==> config.mk <==
export PLATFORM = sky130hd
export DESIGN_NAME = timer_reload_prescale_regs
export DESIGN_NICKNAME = d
export VERILOG_FILES = /design/src/shared/timer_pkg.sv /design/src/shared/prescale_if.sv /design/src/rtl/clock_prescaler.sv /design/src/rtl/timer_reload_prescale_regs.sv
export SDC_FILE = /design/constraint.sdc
export NUM_CORES = 1
export LEC_CHECK = 0
export BUFFER_PORTS_ARGS = -buffer_cell sky130_fd_sc_hd__clkbuf_2
export CAP_MARGIN = 20
export CORE_UTILIZATION = 30
export DETAILED_ROUTE_END_ITERATION = 16
export GPL_TIMING_DRIVEN = 0
export SLEW_MARGIN = 20
export SYNTH_ARGS = -nofsm -noshare
export SYNTH_HDL_FRONTEND = slang
export SYNTH_SLANG_ARGS = --single-unit
export TNS_END_PERCENT = 20
==> constraint.sdc <==
create_clock -name hclk -period 2.7 [get_ports hclk]
set_input_delay 0.135 -clock hclk [delete_from_list [all_inputs] [get_ports hclk]]
set_output_delay 0.135 -clock hclk [all_outputs]
set_load 0.02 [all_outputs]
==> src/shared/timer_pkg.sv <==
// package: register map, field layout and encodings of the reload and prescale timer block
package timer_pkg;
  // register byte offsets
  localparam logic [7:0] OFS_RELOAD_A = 8'h04;
  localparam logic [7:0] OFS_RELOAD_B = 8'h08;
  localparam logic [7:0] OFS_SECOND_COUNTER = 8'h0c;
  localparam logic [7:0] OFS_DIVIDER = 8'h10;
  localparam logic [7:0] OFS_SOURCE_SELECT = 8'h14;
  // field widths and positions
  localparam int DATA_W = 32;
  localparam int CNT_W = 16;
  localparam int DIV_W = 8;
  localparam int SEL_W = 3;
  localparam int SELECT_W = 6;
  localparam int FIRST_SEL_LSB = 0;
  localparam int SECOND_SEL_LSB = 3;
  // reset values of the control registers
  localparam logic [7:0] DIV_RESET = 8'h00;
  localparam logic [5:0] SELECT_RESET = 6'h00;
  // counter clock source encodings
  localparam logic [2:0] SRC_STOP = 3'h0;
  localparam logic [2:0] SRC_PRESCALED = 3'h1;
  localparam logic [2:0] SRC_INPUT_B = 3'h2;
  localparam logic [2:0] SRC_ACCUM = 3'h3;
  // operating mode encodings
  localparam logic [1:0] MODE_PWM = 2'h0;
  localparam logic [1:0] MODE_CAPTURE = 2'h1;
  localparam logic [1:0] MODE_DUAL = 2'h2;
  localparam logic [1:0] MODE_SINGLE = 2'h3;
  // bus constants
  localparam logic [2:0] SIZE_WORD = 3'h2;
  // bus slave states
  typedef enum logic [1:0] {
    BUS_IDLE = 2'b01,
    BUS_WRITE = 2'b10
  } bus_state_t;
endpackage

==> src/shared/prescale_if.sv <==
// interface: register side to clock prescaler
`timescale 1ns/1ps
interface prescale_if;
  import timer_pkg::*;
  logic [DIV_W-1:0] divider_value; // software copy of the divider
  logic run; // prescaler counts while high
  logic pt_mode; // pulse-train adoption rules apply
  logic adopt; // pulse-train start or input b trigger
  logic tick; // one-cycle timer clock enable
  logic [DIV_W-1:0] active_value; // divider now in use
  modport regs(output divider_value, run, pt_mode, adopt, input tick, active_value);
  modport scaler(input divider_value, run, pt_mode, adopt, output tick, active_value);
endinterface

==> src/rtl/clock_prescaler.sv <==
// module: divides the system clock into a timer clock enable
`timescale 1ns/1ps
module clock_prescaler (
  input wire logic hclk,
  input wire logic hresetn,
  prescale_if.scaler ps
);
  import timer_pkg::*;

  logic [DIV_W-1:0] count; // down counter, tick at zero
  logic tick_now; // underflow this cycle
  logic reload; // counter restarts this cycle
  logic [DIV_W:0] gap; // helper: cycles since last restart
  logic [DIV_W-1:0] last_reload; // helper: value of last restart

  assign tick_now = ps.run && (count == '0);
  assign reload = !ps.run || tick_now || (ps.pt_mode && ps.adopt);

  // divider in use: follows the setting while stopped, else outside pulse train only at underflow
  always_ff @(posedge hclk or negedge hresetn) begin
    if (!hresetn) begin
      ps.active_value <= DIV_RESET;
    end else if (!ps.run) begin
      ps.active_value <= ps.divider_value;
    end else if (ps.pt_mode) begin
      if (ps.adopt) begin
        ps.active_value <= ps.divider_value;
      end
    end else if (tick_now) begin
      ps.active_value <= ps.divider_value;
    end
  end

  // count value+1 cycles per tick, so zero means full rate
  always_ff @(posedge hclk or negedge hresetn) begin
    if (!hresetn) begin
      count <= DIV_RESET;
    end else if (!ps.run || (ps.pt_mode && ps.adopt)) begin
      count <= ps.divider_value; // restart clean on a new train
    end else if (tick_now) begin
      count <= ps.pt_mode ? ps.active_value : ps.divider_value;
    end else begin
      count <= count - 1'b1;
    end
  end

  // tick leaves from a flop
  always_ff @(posedge hclk or negedge hresetn) begin
    if (!hresetn) begin
      ps.tick <= 1'b0;
    end else begin
      ps.tick <= tick_now;
    end
  end

  // helper for the period check
  always_ff @(posedge hclk or negedge hresetn) begin
    if (!hresetn) begin
      gap <= '0;
      last_reload <= DIV_RESET;
    end else if (reload) begin
      gap <= '0;
      last_reload <= (ps.run && !(ps.pt_mode && ps.adopt) && ps.pt_mode) ? ps.active_value : ps.divider_value;
    end else begin
      gap <= gap + 1'b1;
    end
  end

  a_prescale_period: assert property (@(posedge hclk) disable iff (!hresetn)
    tick_now |-> gap == {1'b0, last_reload}) else $error("prescaler period is not divider plus one");

  a_divider_hold: assert property (@(posedge hclk) disable iff (!hresetn)
    ps.run && !ps.pt_mode && !tick_now |=> $stable(ps.active_value))
    else $error("divider changed between underflows");

  a_train_adopt: assert property (@(posedge hclk) disable iff (!hresetn)
    ps.run && ps.pt_mode && ps.adopt |=> ps.active_value == $past(ps.divider_value))
    else $error("pulse train did not adopt the divider");
endmodule

==> src/rtl/timer_reload_prescale_regs.sv <==
// module: capture/reload, second counter, prescaler and clock source registers on an ahb-lite slave
`timescale 1ns/1ps
module timer_reload_prescale_regs (
  input wire logic hclk,
  input wire logic hresetn,
  input wire logic hsel,
  input wire logic [31:0] haddr,
  input wire logic [1:0] htrans,
  input wire logic hwrite,
  input wire logic [2:0] hsize,
  input wire logic [31:0] hwdata,
  input wire logic hready,
  output logic [31:0] hrdata,
  output logic hreadyout,
  output logic hresp,
  input wire logic module_enable,
  input wire logic [1:0] operating_mode_select,
  input wire logic pulse_train_mode,
  input wire logic pulse_train_start,
  input wire logic pulse_train_event_trigger,
  input wire logic input_b_pin,
  input wire logic input_b_rising,
  input wire logic capture_a_strobe,
  input wire logic [15:0] capture_a_value,
  input wire logic capture_b_strobe,
  input wire logic [15:0] capture_b_value,
  output logic [15:0] capture_reload_a,
  output logic [15:0] capture_reload_b,
  output logic [15:0] second_counter,
  output logic prescale_tick,
  output logic first_counter_tick,
  output logic second_counter_tick
);
  import timer_pkg::*;

  // bus slave state
  bus_state_t state; // idle or write data phase
  logic [7:0] write_addr; // latched write address
  logic accept; // address phase taken this edge
  logic write_now; // write data phase, hwdata valid
  logic [DATA_W-1:0] read_mux; // read data before the flop

  // write strobes per register
  logic wr_reload_a;
  logic wr_reload_b;
  logic wr_second;
  logic wr_divider;
  logic wr_select;

  // control registers
  logic [DIV_W-1:0] clock_divider_value; // prescaler setting
  logic [SELECT_W-1:0] counter_clock_source_select; // both source fields

  // input b synchroniser and event detect
  logic b_meta; // first stage, read only by b_sync
  logic b_sync; // pin level in our domain
  logic b_last; // previous synced level
  logic b_event; // selected edge seen

  // mode decode
  logic mode_pwm; // mode 1 or 1a
  logic mode_ext_ok; // external and accumulate sources allowed
  logic pt_active; // pulse-train rules for the prescaler

  // counter clock enables before and after their output flops
  logic [1:0] next_tick;
  logic [1:0] count_tick;

  // prescaler link
  prescale_if ps_link ();

  // the prescaler itself
  clock_prescaler u_prescaler (
    .hclk(hclk),
    .hresetn(hresetn),
    .ps(ps_link)
  );

  // take an address phase only for a selected, ready, non-idle transfer
  assign accept = hsel && hready && htrans[1];
  assign write_now = (state == BUS_WRITE);

  // decode the latched write address
  assign wr_reload_a = write_now && (write_addr == OFS_RELOAD_A);
  assign wr_reload_b = write_now && (write_addr == OFS_RELOAD_B);
  assign wr_second = write_now && (write_addr == OFS_SECOND_COUNTER);
  assign wr_divider = write_now && (write_addr == OFS_DIVIDER);
  assign wr_select = write_now && (write_addr == OFS_SOURCE_SELECT);

  // read mux, reserved bits and unmapped words read zero
  always_comb begin
    read_mux = '0;
    case (haddr[7:0])
      OFS_RELOAD_A: begin
        read_mux[CNT_W-1:0] = capture_reload_a;
      end
      OFS_RELOAD_B: begin
        read_mux[CNT_W-1:0] = capture_reload_b;
      end
      OFS_SECOND_COUNTER: begin
        read_mux[CNT_W-1:0] = second_counter;
      end
      OFS_DIVIDER: begin
        read_mux[DIV_W-1:0] = clock_divider_value;
      end
      OFS_SOURCE_SELECT: begin
        read_mux[SELECT_W-1:0] = counter_clock_source_select;
      end
      default: begin
        read_mux = '0;
      end
    endcase
  end

  // bus state machine: reads answer with no wait, word writes insert one
  // wait so that hwdata is in hand and a following read sees the new value
  always_ff @(posedge hclk or negedge hresetn) begin
    if (!hresetn) begin
      state <= BUS_IDLE;
      hreadyout <= 1'b1;
      write_addr <= 8'h00;
    end else begin
      case (state)
        BUS_IDLE: begin
          // non-word writes are answered but dropped
          if (accept && hwrite && (hsize == SIZE_WORD)) begin
            state <= BUS_WRITE;
            hreadyout <= 1'b0;
            write_addr <= haddr[7:0];
          end
        end
        BUS_WRITE: begin
          // write commits on this edge, release the bus
          state <= BUS_IDLE;
          hreadyout <= 1'b1;
        end
        default: begin
          state <= BUS_IDLE;
          hreadyout <= 1'b1;
        end
      endcase
    end
  end

  // read data captured at the address phase, held until the next read
  always_ff @(posedge hclk or negedge hresetn) begin
    if (!hresetn) begin
      hrdata <= 32'h0000_0000;
    end else if (accept && !hwrite) begin
      hrdata <= read_mux;
    end
  end

  // the slave never errors
  always_ff @(posedge hclk or negedge hresetn) begin
    if (!hresetn) begin
      hresp <= 1'b0;
    end else begin
      hresp <= 1'b0;
    end
  end

  // reload a: no reset, contents after power-up are undefined
  // hardware capture has priority over a software write in the same cycle
  always_ff @(posedge hclk) begin
    if (capture_a_strobe) begin
      capture_reload_a <= capture_a_value;
    end else if (wr_reload_a && module_enable) begin
      capture_reload_a <= hwdata[CNT_W-1:0];
    end
  end

  // reload b: no reset, same write gating as reload a
  always_ff @(posedge hclk) begin
    if (capture_b_strobe) begin
      capture_reload_b <= capture_b_value;
    end else if (wr_reload_b && module_enable) begin
      capture_reload_b <= hwdata[CNT_W-1:0];
    end
  end

  // second counter: no reset, software load wins over a count
  always_ff @(posedge hclk) begin
    if (wr_second && module_enable) begin
      second_counter <= hwdata[CNT_W-1:0];
    end else if (second_counter_tick) begin
      second_counter <= second_counter - 1'b1;
    end
  end

  // prescaler setting, writable at any time
  always_ff @(posedge hclk or negedge hresetn) begin
    if (!hresetn) begin
      clock_divider_value <= DIV_RESET;
    end else if (wr_divider) begin
      clock_divider_value <= hwdata[DIV_W-1:0];
    end
  end

  // clock source fields for both counters
  always_ff @(posedge hclk or negedge hresetn) begin
    if (!hresetn) begin
      counter_clock_source_select <= SELECT_RESET;
    end else if (wr_select) begin
      counter_clock_source_select <= hwdata[SELECT_W-1:0];
    end
  end

  // input b pin crosses in through two flops before any logic looks at it
  always_ff @(posedge hclk or negedge hresetn) begin
    if (!hresetn) begin
      b_meta <= 1'b0;
      b_sync <= 1'b0;
      b_last <= 1'b0;
    end else begin
      b_meta <= input_b_pin;
      b_sync <= b_meta;
      b_last <= b_sync;
    end
  end

  // edge of interest chosen by the polarity input
  assign b_event = input_b_rising ? (b_sync && !b_last) : (!b_sync && b_last);

  // mode decode; only modes 1 and 3 may use external sources
  assign mode_pwm = (operating_mode_select == MODE_PWM);
  assign mode_ext_ok = mode_pwm || (operating_mode_select == MODE_DUAL);
  assign pt_active = mode_pwm && pulse_train_mode;

  // prescaler control
  assign ps_link.divider_value = clock_divider_value;
  assign ps_link.run = module_enable;
  assign ps_link.pt_mode = pt_active;
  assign ps_link.adopt = pulse_train_start || (pulse_train_event_trigger && b_event);

  // source decode per counter; accumulate is the prescaled clock while b is high
  for (genvar i = 0; i < 2; i++) begin : g_src
    logic [SEL_W-1:0] sel; // this counter's source field
    assign sel = counter_clock_source_select[i*SEL_W +: SEL_W];
    always_comb begin
      case (sel)
        SRC_STOP: begin
          next_tick[i] = 1'b0;
        end
        SRC_PRESCALED: begin
          next_tick[i] = module_enable && ps_link.tick;
        end
        SRC_INPUT_B: begin
          next_tick[i] = module_enable && mode_ext_ok && b_event;
        end
        SRC_ACCUM: begin
          next_tick[i] = module_enable && mode_ext_ok && ps_link.tick && b_sync;
        end
        default: begin
          next_tick[i] = 1'b0;
        end
      endcase
    end
  end

  // counter clock enables leave from flops
  always_ff @(posedge hclk or negedge hresetn) begin
    if (!hresetn) begin
      count_tick <= 2'h0;
      prescale_tick <= 1'b0;
    end else begin
      count_tick <= next_tick;
      prescale_tick <= ps_link.tick;
    end
  end

  assign first_counter_tick = count_tick[0];
  assign second_counter_tick = count_tick[1];

  // checks
  a_reload_a_gate: assert property (@(posedge hclk) disable iff (!hresetn)
    wr_reload_a && !module_enable && !capture_a_strobe |=> $stable(capture_reload_a))
    else $error("reload a written while disabled");

  a_reload_a_take: assert property (@(posedge hclk) disable iff (!hresetn)
    wr_reload_a && module_enable && !capture_a_strobe |=> capture_reload_a == $past(hwdata[15:0]))
    else $error("reload a missed an enabled write");

  a_reload_b_gate: assert property (@(posedge hclk) disable iff (!hresetn)
    wr_reload_b && !module_enable && !capture_b_strobe |=> $stable(capture_reload_b))
    else $error("reload b written while disabled");

  a_second_load: assert property (@(posedge hclk) disable iff (!hresetn)
    wr_second |=> second_counter == ($past(module_enable) ? $past(hwdata[15:0]) :
      $past(second_counter) - {15'h0000, $past(second_counter_tick)}))
    else $error("second counter load gating wrong");

  a_second_read: assert property (@(posedge hclk) disable iff (!hresetn)
    accept && !hwrite && haddr[7:0] == OFS_SECOND_COUNTER |=> hrdata == {16'h0000, $past(second_counter)})
    else $error("second counter read is not live");

  a_src_stopped: assert property (@(posedge hclk) disable iff (!hresetn)
    counter_clock_source_select[2:0] == SRC_STOP || counter_clock_source_select[2] |=> !first_counter_tick)
    else $error("stopped first counter still clocked");

  a_src_ext_mode: assert property (@(posedge hclk) disable iff (!hresetn)
    counter_clock_source_select[5:4] == 2'b01 && !mode_ext_ok |=> !second_counter_tick)
    else $error("external source used outside modes 1 and 3");

  a_src_prescaled: assert property (@(posedge hclk) disable iff (!hresetn)
    counter_clock_source_select[2:0] == SRC_PRESCALED && module_enable |=> first_counter_tick == prescale_tick)
    else $error("prescaled source does not follow the timer clock");

  a_bus_write_wait: assert property (@(posedge hclk) disable iff (!hresetn)
    state == BUS_IDLE && accept && hwrite && hsize == SIZE_WORD |=> !hreadyout ##1 hreadyout)
    else $error("write wait state is not one cycle");
endmodule

# ---- Yosys cells after proc, flatten, opt, wreduce, memory -nomap -nowiden
# Index checks and enable logic that the tools add are counted.
dict set report totals {
  output_inout_bits 85
  wordCells 103
  inputBits 116
  reg_bits 112
}
dict set report classes {
  n_eq_ne 23
  addsub 2
  reduce_logical 38
  mux 23
}
# operator n
set op_table {}
lappend op_table {{two-way mux 16 bit} 6}
lappend op_table {{two-way mux 8 bit} 7}
lappend op_table {{== test 8 x 4 -> 1 bit (second input constant)} 4}
lappend op_table {{== test 8 x 5 -> 1 bit (second input constant)} 4}
lappend op_table {{case mux 6 bit (5 select lines)} 1}
lappend op_table {{logical AND 1 bit} 24}
lappend op_table {{case mux 8 bit (3 select lines)} 1}
lappend op_table {{== test 8 x 3 -> 1 bit (second input constant)} 2}
lappend op_table {{subtractor 16 x 1 -> 16 bit (second input constant)} 1}
lappend op_table {{== test 3 x 2 -> 1 bit (second input constant)} 5}
lappend op_table {{zero test 8 bit} 1}
lappend op_table {{case mux 2 bit (4 select lines)} 1}
lappend op_table {{subtractor 8 x 1 -> 8 bit (second input constant)} 1}
lappend op_table {{== test 3 x 1 -> 1 bit (second input constant)} 2}
lappend op_table {{case mux 1 bit (3 select lines)} 2}
lappend op_table {{nonzero test 2 bit} 3}
lappend op_table {{== test 2 bit (second input constant)} 2}
lappend op_table {{zero test 1 bit} 4}
lappend op_table {{two-way mux 2 bit} 2}
lappend op_table {{AND reduction 2 bit} 2}
lappend op_table {{logical OR 1 bit} 3}
lappend op_table {{two-way mux 1 bit} 3}
lappend op_table {{!= test 3 x 1 -> 1 bit (second input constant)} 1}
lappend op_table {{!= test 3 bit (second input constant)} 1}
lappend op_table {{other kinds (3)} 3}

# ---- Logic depth before layout (Yosys ltp)
# Gate-level depths: netlist of the first run.
dict set report logic_depth {
  depth_word 8
  mapped_depth 7
  depth_no_buf 6
}

# ---- By module
# Synthesis of the first run repeated with hierarchy kept, for this count alone.
dict set report unflattened {
  hier_cells 470
  area_unflattened_um2 5620.4
}
# module instances cells_per_inst seq_area_each_um2 area_each_um2
set by_module_without_submodules {}
lappend by_module_without_submodules {timer_reload_prescale_regs 1 375 2593.7 4758.3}
lappend by_module_without_submodules {clock_prescaler 1 95 425.4 862.1}

# ---- Worst setup path after synthesis of the first run
# No wires, ideal clock.
dict set report synth_path {
  path_type {register to register}
  startpoint {register write_addr[0]}
  endpoint {register capture_reload_a[0] (enable)}
  arrival_time_ps 2558
  path_buffers 0
  required_time_ps 2264
  stages_incl_launch_ff 4
  setup_ps 436
  slack_ps -294
  period_less_slack_ps 2994
  cell_sequence {dfrtp_1 > nor4_2 > nand3_1 > o41ai_1}
}
dict set report synth_between {
  elab_chain_cells 4
}
# item line_no
set synth_lines {}
lappend synth_lines {{start, declared} timer_reload_prescale_regs.sv:38} ;# logic [7:0] write_addr;
lappend synth_lines {{start signal, assigned} timer_reload_prescale_regs.sv:129} ;# write_addr <= haddr[7:0];
lappend synth_lines {{== test 8 x 3 -> 1 bit} timer_reload_prescale_regs.sv:84} ;# assign wr_reload_a = write_now && (write_addr == OFS_RELOAD_A);
lappend synth_lines {{logical AND 1 bit} timer_reload_prescale_regs.sv:84}
lappend synth_lines {{logical AND 1 bit} timer_reload_prescale_regs.sv:168} ;# end else if (wr_reload_a && module_enable) begin
lappend synth_lines {{nonzero test 2 bit (no line)} --}
lappend synth_lines {{end signal, assigned} timer_reload_prescale_regs.sv:167} ;# capture_reload_a <= capture_a_value;
lappend synth_lines {{end signal, assigned} timer_reload_prescale_regs.sv:169} ;# capture_reload_a <= hwdata[CNT_W-1:0];
lappend synth_lines {{end, declared} timer_reload_prescale_regs.sv:27} ;# output logic [15:0] capture_reload_a,
# Every way passes these cells.
# A chain may end at the register's enable or synchronous reset.

# ---- Worst setup path in the final report of the first run
dict set report layout_path {
  startpoint {register state[0]}
  endpoint {register second_counter[11] (enable)}
}
dict set report layout_between {
  elab_chain_cells 4
}
# item line_no
set layout_lines {}
lappend layout_lines {{start, declared} timer_reload_prescale_regs.sv:37} ;# bus_state_t state;
lappend layout_lines {{start signal, assigned} timer_reload_prescale_regs.sv:119} ;# state <= BUS_IDLE;
lappend layout_lines {{start signal, assigned} timer_reload_prescale_regs.sv:127} ;# state <= BUS_WRITE;
lappend layout_lines {{start signal, assigned} timer_reload_prescale_regs.sv:134} ;# state <= BUS_IDLE;
lappend layout_lines {{== test 2 bit} timer_reload_prescale_regs.sv:81} ;# assign write_now = (state == BUS_WRITE);
lappend layout_lines {{logical AND 1 bit} timer_reload_prescale_regs.sv:86} ;# assign wr_second = write_now && (write_addr == OFS_SECOND_COUNTER);
lappend layout_lines {{logical AND 1 bit} timer_reload_prescale_regs.sv:184} ;# if (wr_second && module_enable) begin
lappend layout_lines {{nonzero test 2 bit (no line)} --}
lappend layout_lines {{end signal, assigned} timer_reload_prescale_regs.sv:185} ;# second_counter <= hwdata[CNT_W-1:0];
lappend layout_lines {{end signal, assigned} timer_reload_prescale_regs.sv:187} ;# second_counter <= second_counter - 1'b1;
lappend layout_lines {{end, declared} timer_reload_prescale_regs.sv:29} ;# output logic [15:0] second_counter,
# Every way passes these cells.

==> qor.yml, run 1 <==
final_area_um2: 7100
cp.required_ns: 2.68
p_leak_nw: 3.08
port_buffers: 140
fin_nets: 752
synth_edf_count: 48
post-place-ws_ns: 0.324
layout_commonest_cell: "clkbuf_2"
ir_drop_v: 0.000350
num_rows: 49
dr.pass1.iters: 5
dp.cells: 849
antenna_found_initial: 0
hpwl_um: 12900
gr-total-overflow: 0
multiInputGateArea_um2: 2460
final_cell_mix: "139 x clkbuf_2, 72 x mux2_2, 62 x dfrtp_1, 48 x edfxtp_1, 29 x nor2_1"
drt_iter0_markers: 367
track_usage_pct: 17.3
syn-mean-instance-area_um2: 12.3
netSwitchingPower_mw: 1.05
ant_nets: 0
die_w_um: 139
grt_pass1_vias: 4292
drv_cap: 0
gp_routability_congestion: 0.860
worst_pin_slew_ns: 0.960
clkSinkCount: 111
clockPowerShare_pct: 35.0
tns_ns: 0
cts_max_level: 3
num_vias: 4422
tritoncts: "yes"
total_power_mw: 3.90
finalHoldViolations: 0
slew_headroom_pct: 35.5
cts_setup_buffers: 0
worst_slack_ns: 0.278
path_max_fanout: 16
synth_flop_cell: "dfrtp_1"
finalCriticalPeriod_ns: 2.42
finalCritPeriodShare_pct: 89.7
area_delta_synth_final_pct: 25.1
outcome: "finished, final reports clean"
rsz0062_at_grt: "false"
cts_root_buf: "clkbuf_16"
setup_viol: 0
dpl_cell_area_um2: 6770
crit_path_end_kind: "register"
routed_wl_um: 16700
start_util_pct: 31.0
pin_count: 201
final_cells: 867
max_clock_freq_ghz: 0.413
startpoint_type: "register"
routedWlPerCell_um: 19.3
drv_slew: 0
clockBufferDepth: 2
worstPathArrival_ns: 2.41
die_area_um2: 19500
grt_max_degree: 34
syn_area_um2: 5670
ys_seq_area_share_pct: 53.2
power_frac_seq_pct: 49.6
critPathKind: "reg2reg"
ys_ff_latch: 111
insertion_delay_ns: 0.35
seq_area_um2: 3020
synth_async_sr_flop_share_pct: 56.8
drc: 0
nFillCells: 1786
synthCells: 462
drive_gt1_share_pct: 42.6
p_int_mw: 2.84
core_um2: 18300
power_density_nw_per_um2: 549
swShare_pct: 27.0
synth_cell_types: 63
grt_pass1_wl_um: 25300
hold_path_class: "in2reg"
clk_transition_reported_paths_ns: 0.08
numCtsBuffers: 9
p_comb_share_pct: 15.4
die_h_um: 139
num_antenna_cells: 0
viasPerCell: 5.10
skew_ns: 0.00899
yosysWarnings: 0
==> cell families (layout without fill, tap and decap cells) <==
group / Yosys count / after routing / share of synthesized area, %
AO/OA/AOI/OAI: 94 / 94 / 12.1
XOR/XNOR: 17 / 17 / 2.63
adder cells (fa/ha/maj): 3 / 3 / 0.662
buffers and inverters: 51 / 211 / 4.85
flip-flops: 111 / 111 / 53.2
multiplexers: 76 / 76 / 15.1
other: 1 / 17 / 0.0661
AND/OR/NAND/NOR: 109 / 109 / 11.3
==> registers in the layout, indices dropped and copies added, names as in the netlist <==
register,cells
b_sync,1
clock_divider_value,8
write_addr,8
capture_reload_a,16
u_prescaler.count,8
hrdata,16
second_counter,16
prescale_tick,1
counter_clock_source_select,6
capture_reload_b,16
count_tick,2
u_prescaler.ps.tick,1
b_last,1
b_meta,1
state,2
u_prescaler.ps.active_value,8
==> cell type report <==
cell class	instances	share of cell area, %
clock buffer	10	3.23
clock inverter	6	0.987
timing repair buffer	144	10.6
buffer	39	3.24
multi-input combinational	316	34.7
sequential	111	42.5
inverter	12	0.635
tap	229	4.04
==> power by group through the flow <==
stage | Clock, mW | Combinational, mW | Sequential, mW
floorplan | 0 | 0.302 | 2.02
global placement | 0 | 0.576 | 1.97
detailed placement | 0 | 0.598 | 1.97
CTS | 1.39 | 0.604 | 1.93
global route | 1.47 | 0.646 | 1.95
finish | 1.36 | 0.601 | 1.93
==> synthesized netlist by cell type (7+ instances only) <==
cell type	instances	area share, %
a21oi_1	22	1.9
a22o_1	12	1.9
a22oi_1	10	1.3
a2bb2oi_1	7	1.1
buf_4	17	2.3
clkbuf_1	14	0.93
dfrtp_1	62	27
edfxtp_1	48	25
inv_1	12	0.79
mux2_2	72	14
nand2_1	19	1.3
nand4_1	7	0.77
nor2_1	29	1.9
o21ai_0	12	1.1
xor2_1	12	1.9
==> metal layers <==
| layer | vias to the layer above | share of wire, % | global-route usage, % |
|---|---|---|---|
| met5 | - | 0 | 0 |
| met4 | 0 | 2.9 | 7.78 |
| met3 | 26 | 5.9 | 2.96 |
| met2 | 167 | 46 | 26.7 |
| met1 | 2174 | 45 | 23.7 |
| li1 | 2055 | - | - |
==> final timing paths <==
path | from | end | slack, ns | cells past startpoint
max reg2reg | state[0] | second_counter[11] | 0.28 | 3
max | state[0] | second_counter[11] | 0.28 | 3
min reg2reg | b_meta | b_sync | 0.36 | 0
min | capture_b_value[5] | capture_reload_b[5] | 0.08 | 2
min in group asynchronous | hresetn | u_prescaler.ps.tick | 0.29 | 2
max in group asynchronous | hresetn | state[0] | 1.81 | 3
==> through the flow <==
stage | util [%] | hold slack, ns
2_1_floorplan | - | -0.161
3_3_place_gp | 36.8 | 0.248
3_5_place_dp | 37.1 | 0.140
4_1_cts | 38.8 | 0.0685
5_1_grt | 38.8 | 0.0757
6_report | 38.8 | 0.0809
==> what timing repair did <==
action | 4_1_cts | 5_1_grt
hold buffers | 2 | 0
resized for setup | 0 | 0
hold endpoints to repair | 31 | 0
==> critical path, cell delays in order, from the launching register on <==
cell	delay, ns
dfstp_2	0.38
nor3b_1	0.51
nand4_1	0.43
nand2b_1	0.74
Note: power is estimated with default switching activity, not from simulation.
==> inputs of run 2 (changes only) <==
- CORE_UTILIZATION: 30 -> 35
- CTS_BUF_LIST: unset -> sky130_fd_sc_hd__clkbuf_16
- GPL_TIMING_DRIVEN: 0 -> unset
==> run 2 against run 1 <==
- sequential cell count stayed put
- worst hold slack got worse by 0.0034 ns
- via count shrank 2.9%
- non-clock buffer count decreased by 25
- setup slack gained 0.24 ns
- clock skew up 0.00088 ns
- fmax is 11% higher
- sequential share of layout area grew 0.88 points
- cell area fell by 2.0%
- clock power is 4% higher
- core utilization is 5.1 points higher
- critical path type unchanged
- largest power group unchanged
==> qor.yml, run 2 (synthesis results as in run 1) <==
multiInputGateArea_um2: 2450  # -0.25%
drt_iter0_markers: 308  # -16%
finalCritPeriodShare_pct: 81.0  # -8.7 points
layout_commonest_cell: "clkbuf_2"
cp_slowest_stage_delay_ns: 0.72  # -0.02 ns
pin_count: 201  # unchanged
fin_nets: 727  # -3.3%
nFillCells: 1502  # -16%
dpl_cell_area_um2: 6620  # -2.3%
grt_pass1_vias: 4039  # -5.9%
critical_path.slowest_cell: "a211oi_4"
power_density_nw_per_um2: 564  # +2.8%
start_util_pct: 35.8  # +4.8 points
cts_hold_buf: 2  # unchanged
gp_routability_congestion: 0.834  # -3.1%
cp_cell_sequence: "inv_1 > ha_1 > nand4bb_2 > nor3_4 > a211oi_4 > mux2_2"
final_cells: 829  # -4.4%
num_antenna_cells: 0  # unchanged
slew_headroom_pct: 41.2  # +5.7 points
drv_slew: 0  # unchanged
critPathBufInv: 1  # +1
num_vias: 4292  # -2.9%
dr.pass1.iters: 4  # -1
viasPerCell: 5.18  # +1.5%
max_clock_freq_ghz: 0.457  # +11%
die_area_um2: 16700  # -14%
total_power_mw: 3.92  # +0.69%
finalCriticalPeriod_ns: 2.19  # -0.236 ns
drv_cap: 0  # unchanged
ant_nets: 0  # unchanged
setup_viol: 0  # unchanged
worstPathArrival_ns: 2.42  # about the same
tritoncts: "yes"
grt_max_degree: 64  # +88%
path_max_fanout: 15  # -1
antenna_found_initial: 0  # unchanged
die_w_um: 129  # -7.3%
seq_area_um2: 3020  # unchanged
numCtsBuffers: 9  # unchanged
tns_ns: 0  # unchanged
cp.required_ns: 2.93  # +0.25 ns
finalHoldViolations: 0  # unchanged
final_area_um2: 6950  # -2.0%
worst_pin_slew_ns: 0.875  # -0.0853 ns
port_buffers: 142  # +1.4%
critPathKind: "reg2reg"
insertion_delay_ns: 0.35  # about the same
area_delta_synth_final_pct: 22.6
dp.cells: 811  # -4.5%
gr-total-overflow: 0  # unchanged
final_cell_mix: "142 x clkbuf_2, 72 x mux2_2, 62 x dfrtp_1, 48 x edfxtp_1, 29 x nor2_1"
critPathTopFamily: "compound AO/OA/AOI/OAI gates"
routed_wl_um: 15600  # -6.4%
hold_path_class: "in2reg"
clk_transition_reported_paths_ns: 0.08  # about the same
die_h_um: 129  # -7.3%
outcome: "finished, final reports clean"
p_leak_nw: 3.02  # -1.8%
cts_resized: 0  # unchanged
hpwl_um: 11800  # -9.2%
num_rows: 46  # -6.1%
routedWlPerCell_um: 18.9  # -2.1%
crit_path_end_kind: "register"
drc: 0  # unchanged
core_um2: 15800  # -13%
startpoint_type: "register"
track_usage_pct: 19.0  # +1.7 points
clockBufferDepth: 2  # unchanged
cts_setup_buffers: 0  # unchanged
cts_root_buf: "clkbuf_16"
grt_pass1_wl_um: 23400  # -7.4%
clkSinkCount: 111  # unchanged
skew_ns: 0.00987  # +0.000879 ns
drive_gt1_share_pct: 42.7  # +0.11 points
cts_max_level: 3  # unchanged
rsz0062_at_grt: "false"
ir_drop_v: 0.000286  # -18%
[run 2: routing by layer]
| layer | part of all wire [%] | global-route usage (%) |
|---|---|---|
| met4 | 1.7 | 7.34 |
| met1 | 44 | 26.2 |
| met3 | 7.1 | 3.84 |
| met2 | 47 | 29.3 |
| met5 | 0 | 0 |
[run 2: final cells by class]
class	count	share of cell area, %
Sequential cell	111	43.4
Multi-Input combinational cell	316	35.3
Timing Repair Buffer	158	12.2
Tap cell	216	3.89
Clock buffer	9	3.24
Clock inverter	7	1.28
Inverter	12	0.648
[run 2: path summary, 6_finish.rpt]
kind	startpoint	to	slack (ns)	cells past startpoint
worst max-delay path	u_prescaler.count[0]	u_prescaler.ps.active_value[4]	0.51	6
worst min-delay path	capture_a_value[13]	capture_reload_a[13]	0.08	2
worst max register to register	u_prescaler.count[0]	u_prescaler.ps.active_value[4]	0.51	6
worst min register to register	b_meta	b_sync	0.35	0
max in group asynchronous	hresetn	state[0]	2.04	3
min in group asynchronous	hresetn	u_prescaler.ps.active_value[5]	0.33	3
[run 2: metrics by stage]
step,setup WS [ns],util (%),hold WS [ns]
global route,0.403,43.9,0.0662
CTS,0.518,43.9,0.0656
finish,0.513,43.9,0.0775
floorplan,0.462,-,-0.161
detailed placement,0.532,41.8,0.179
global placement,0.581,41.8,0.176
[run 2: where the power goes]
| group | total (mW) | internal [mW] | switching, mW |
|---|---|---|---|
| Sequential | 1.94 | 1.86 | 0.0828 |
| Combinational | 0.555 | 0.233 | 0.322 |
| Clock | 1.42 | 0.810 | 0.615 |
==> inputs of run 3 (changes only) <==
- clock period: 2.7 -> 1.86 ns (I/O delays scaled with it)
==> run 3 against run 2 <==
- core utilization increased by 1.9 points
- highest routed layer unchanged
- clock skew decreased by 0.0015 ns
- sequential share of layout area decreased by 1.8 points
- critical path depth unchanged
- first-iteration DRC count decreased by 8.1%
- register-to-register slack got worse by 0.50 ns
- sequential power increased by 45%
- worst hold slack got worse by 0.043 ns
==> qor.yml, run 3 (synthesis results as in run 1) <==
cts_max_level: 3  # unchanged
final_cell_mix: "142 x clkbuf_2, 67 x mux2_2, 62 x dfrtp_1, 48 x edfxtp_1, 35 x buf_4"
die_w_um: 129  # unchanged
routed_wl_um: 15800  # +1.3%
gp_routability_congestion: 0.890  # +6.8%
outcome: "finished, final reports clean"
worst_slack_ns: 0.0122  # -0.501 ns
finalHoldViolations: 0  # unchanged
drv_slew: 0  # unchanged
viasPerCell: 5.17  # -0.22%
r2r-start: "write_addr[6]"
numCtsBuffers: 9  # unchanged
routedWlPerCell_um: 18.5  # -2.0%
ir_drop_v: 0.000466  # +63%
power_density_nw_per_um2: 779  # +38%
final_cells: 857  # +3.4%
grt_pass1_wl_um: 24100  # +3.2%
worst_pin_slew_ns: 0.906  # +0.0312 ns
reg2regPathDepth: 6  # unchanged
r2r-end: "capture_reload_a[11]"
fin_nets: 755  # +3.9%
clk_transition_reported_paths_ns: 0.08  # about the same
grt_max_degree: 64  # unchanged
hold_path_depth: 2  # unchanged
clockBufferDepth: 2  # unchanged
num_vias: 4427  # +3.1%
cts_setup_buffers: 0  # unchanged
die_area_um2: 16700  # unchanged
insertion_delay_ns: 0.36  # about the same
hold_path_class: "in2reg"
nFillCells: 1464  # -2.5%
dr.pass1.iters: 4  # unchanged
die_h_um: 129  # unchanged
ant_nets: 0  # unchanged
critPathKind: "reg2reg"
antenna_found_initial: 0  # unchanged
p_leak_nw: 3.18  # +5.3%
max_clock_freq_ghz: 0.541  # +18%
track_usage_pct: 19.5  # +0.53 points
core_um2: 15800  # unchanged
finish.utilization_pct: 45.8  # +1.9 points
crit_path_end_kind: "register"
cts_root_buf: "clkbuf_16"
path_max_fanout: 16  # +1
drive_gt1_share_pct: 46.3  # +3.6 points
drt_iter0_markers: 283  # -8.1%
drv_cap: 0  # unchanged
gr-total-overflow: 0  # unchanged
startpoint_type: "register"
tritoncts: "yes"
layout_commonest_cell: "clkbuf_2"
cp.required_ns: 1.93  # -1.00 ns
hold_end: "capture_reload_a[0]"
post-place-ws_ns: -0.0680  # -0.600 ns
hpwl_um: 12100  # +2.9%
start_util_pct: 35.8  # unchanged
port_buffers: 142  # unchanged
rrSetupSlack_ns: 0.01  # -0.50 ns
finalCritPeriodShare_pct: 99.3  # +18 points
finalCriticalPeriod_ns: 1.85  # -0.339 ns
pin_count: 201  # unchanged
drc: 0  # unchanged
seq_area_um2: 3020  # unchanged
multiInputGateArea_um2: 2520  # +2.8%
slew_headroom_pct: 39.5  # -1.8 points
setup_viol: 0  # unchanged
hold_slack_ns: 0.0348  # -0.0427 ns
num_rows: 46  # unchanged
total_power_mw: 5.65  # +44%
num_antenna_cells: 0  # unchanged
worstPathArrival_ns: 1.92  # -0.50 ns
skew_ns: 0.00841  # -0.00146 ns
dp.cells: 839  # +3.5%
grt_pass1_vias: 4310  # +6.7%
area_delta_synth_final_pct: 27.9
clkSinkCount: 111  # unchanged
hold_start: "capture_a_value[0]"
rsz0062_at_grt: "true"
-- run 3: how the worst max path moves through the flow --
stage | startpoint | depth (start not counted) | slack [ns] | to
after floorplan | write_addr[0] | 3 | -0.06 | capture_reload_a[0]
after global placement | write_addr[0] | 5 | -0.04 | counter_clock_source_select[5]
after detailed placement | write_addr[0] | 5 | -0.07 | counter_clock_source_select[3]
after CTS | u_prescaler.count[1] | 6 | -0.03 | u_prescaler.count[6]
after global routing | write_addr[6] | 6 | -0.04 | clock_divider_value[7]
final | write_addr[6] | 6 | 0.01 | capture_reload_a[11]
-- run 3: power by group --
part	internal, mW	leakage (nW)	total [mW]	switching, mW
combinational	0.411	1.75	0.915	0.505
clock	1.04	0.145	1.93	0.892
sequential	2.70	1.29	2.81	0.109
total	4.15	3.18	5.65	1.51
-- run 3: cell type report --
cell class / instances / area share [%]
inverters: 12 / 0.621
multi-input cells: 316 / 34.8
clock inverters: 7 / 0.880
well taps: 216 / 3.73
repair buffers: 186 / 15.3
flip-flops and latches: 111 / 41.6
clock buffers: 9 / 3.11
-- run 3: worst max-delay path: stages, from the launching register on --
cell,delay [ns]
dfrtp_1,0.40
nor4_2,0.29
buf_4,0.18
nand3_2,0.09
buf_6,0.14
o41ai_4,0.25
buf_12,0.21
-- run 3: timing repair --
action	CTS	global route
gates resized for setup	7	12
gates cloned	0	0
hold buffers	2	0
setup endpoints to repair	27	40
endpoints found under the hold margin	63	0
pin swaps	1	4
-- run 3: per-layer routing --
metal	share of wire, %	wire, um	track usage, %	vias up
met4	2.0	320	7.47	0
met5	0	0	0	-
met1	45	7180	27.3	2206
li1	-	-	-	2045
met2	46	7300	29.8	155
met3	6.5	1030	3.92	21
-- run 3: through the flow --
step | setup TNS, ns | area, um2
global placement | -0.261 | 6880
finish | 0 | 7250
CTS | -0.0719 | 7210
detailed placement | -0.553 | 6880
floorplan | -1.76 | 5760
global route | -0.759 | 7250
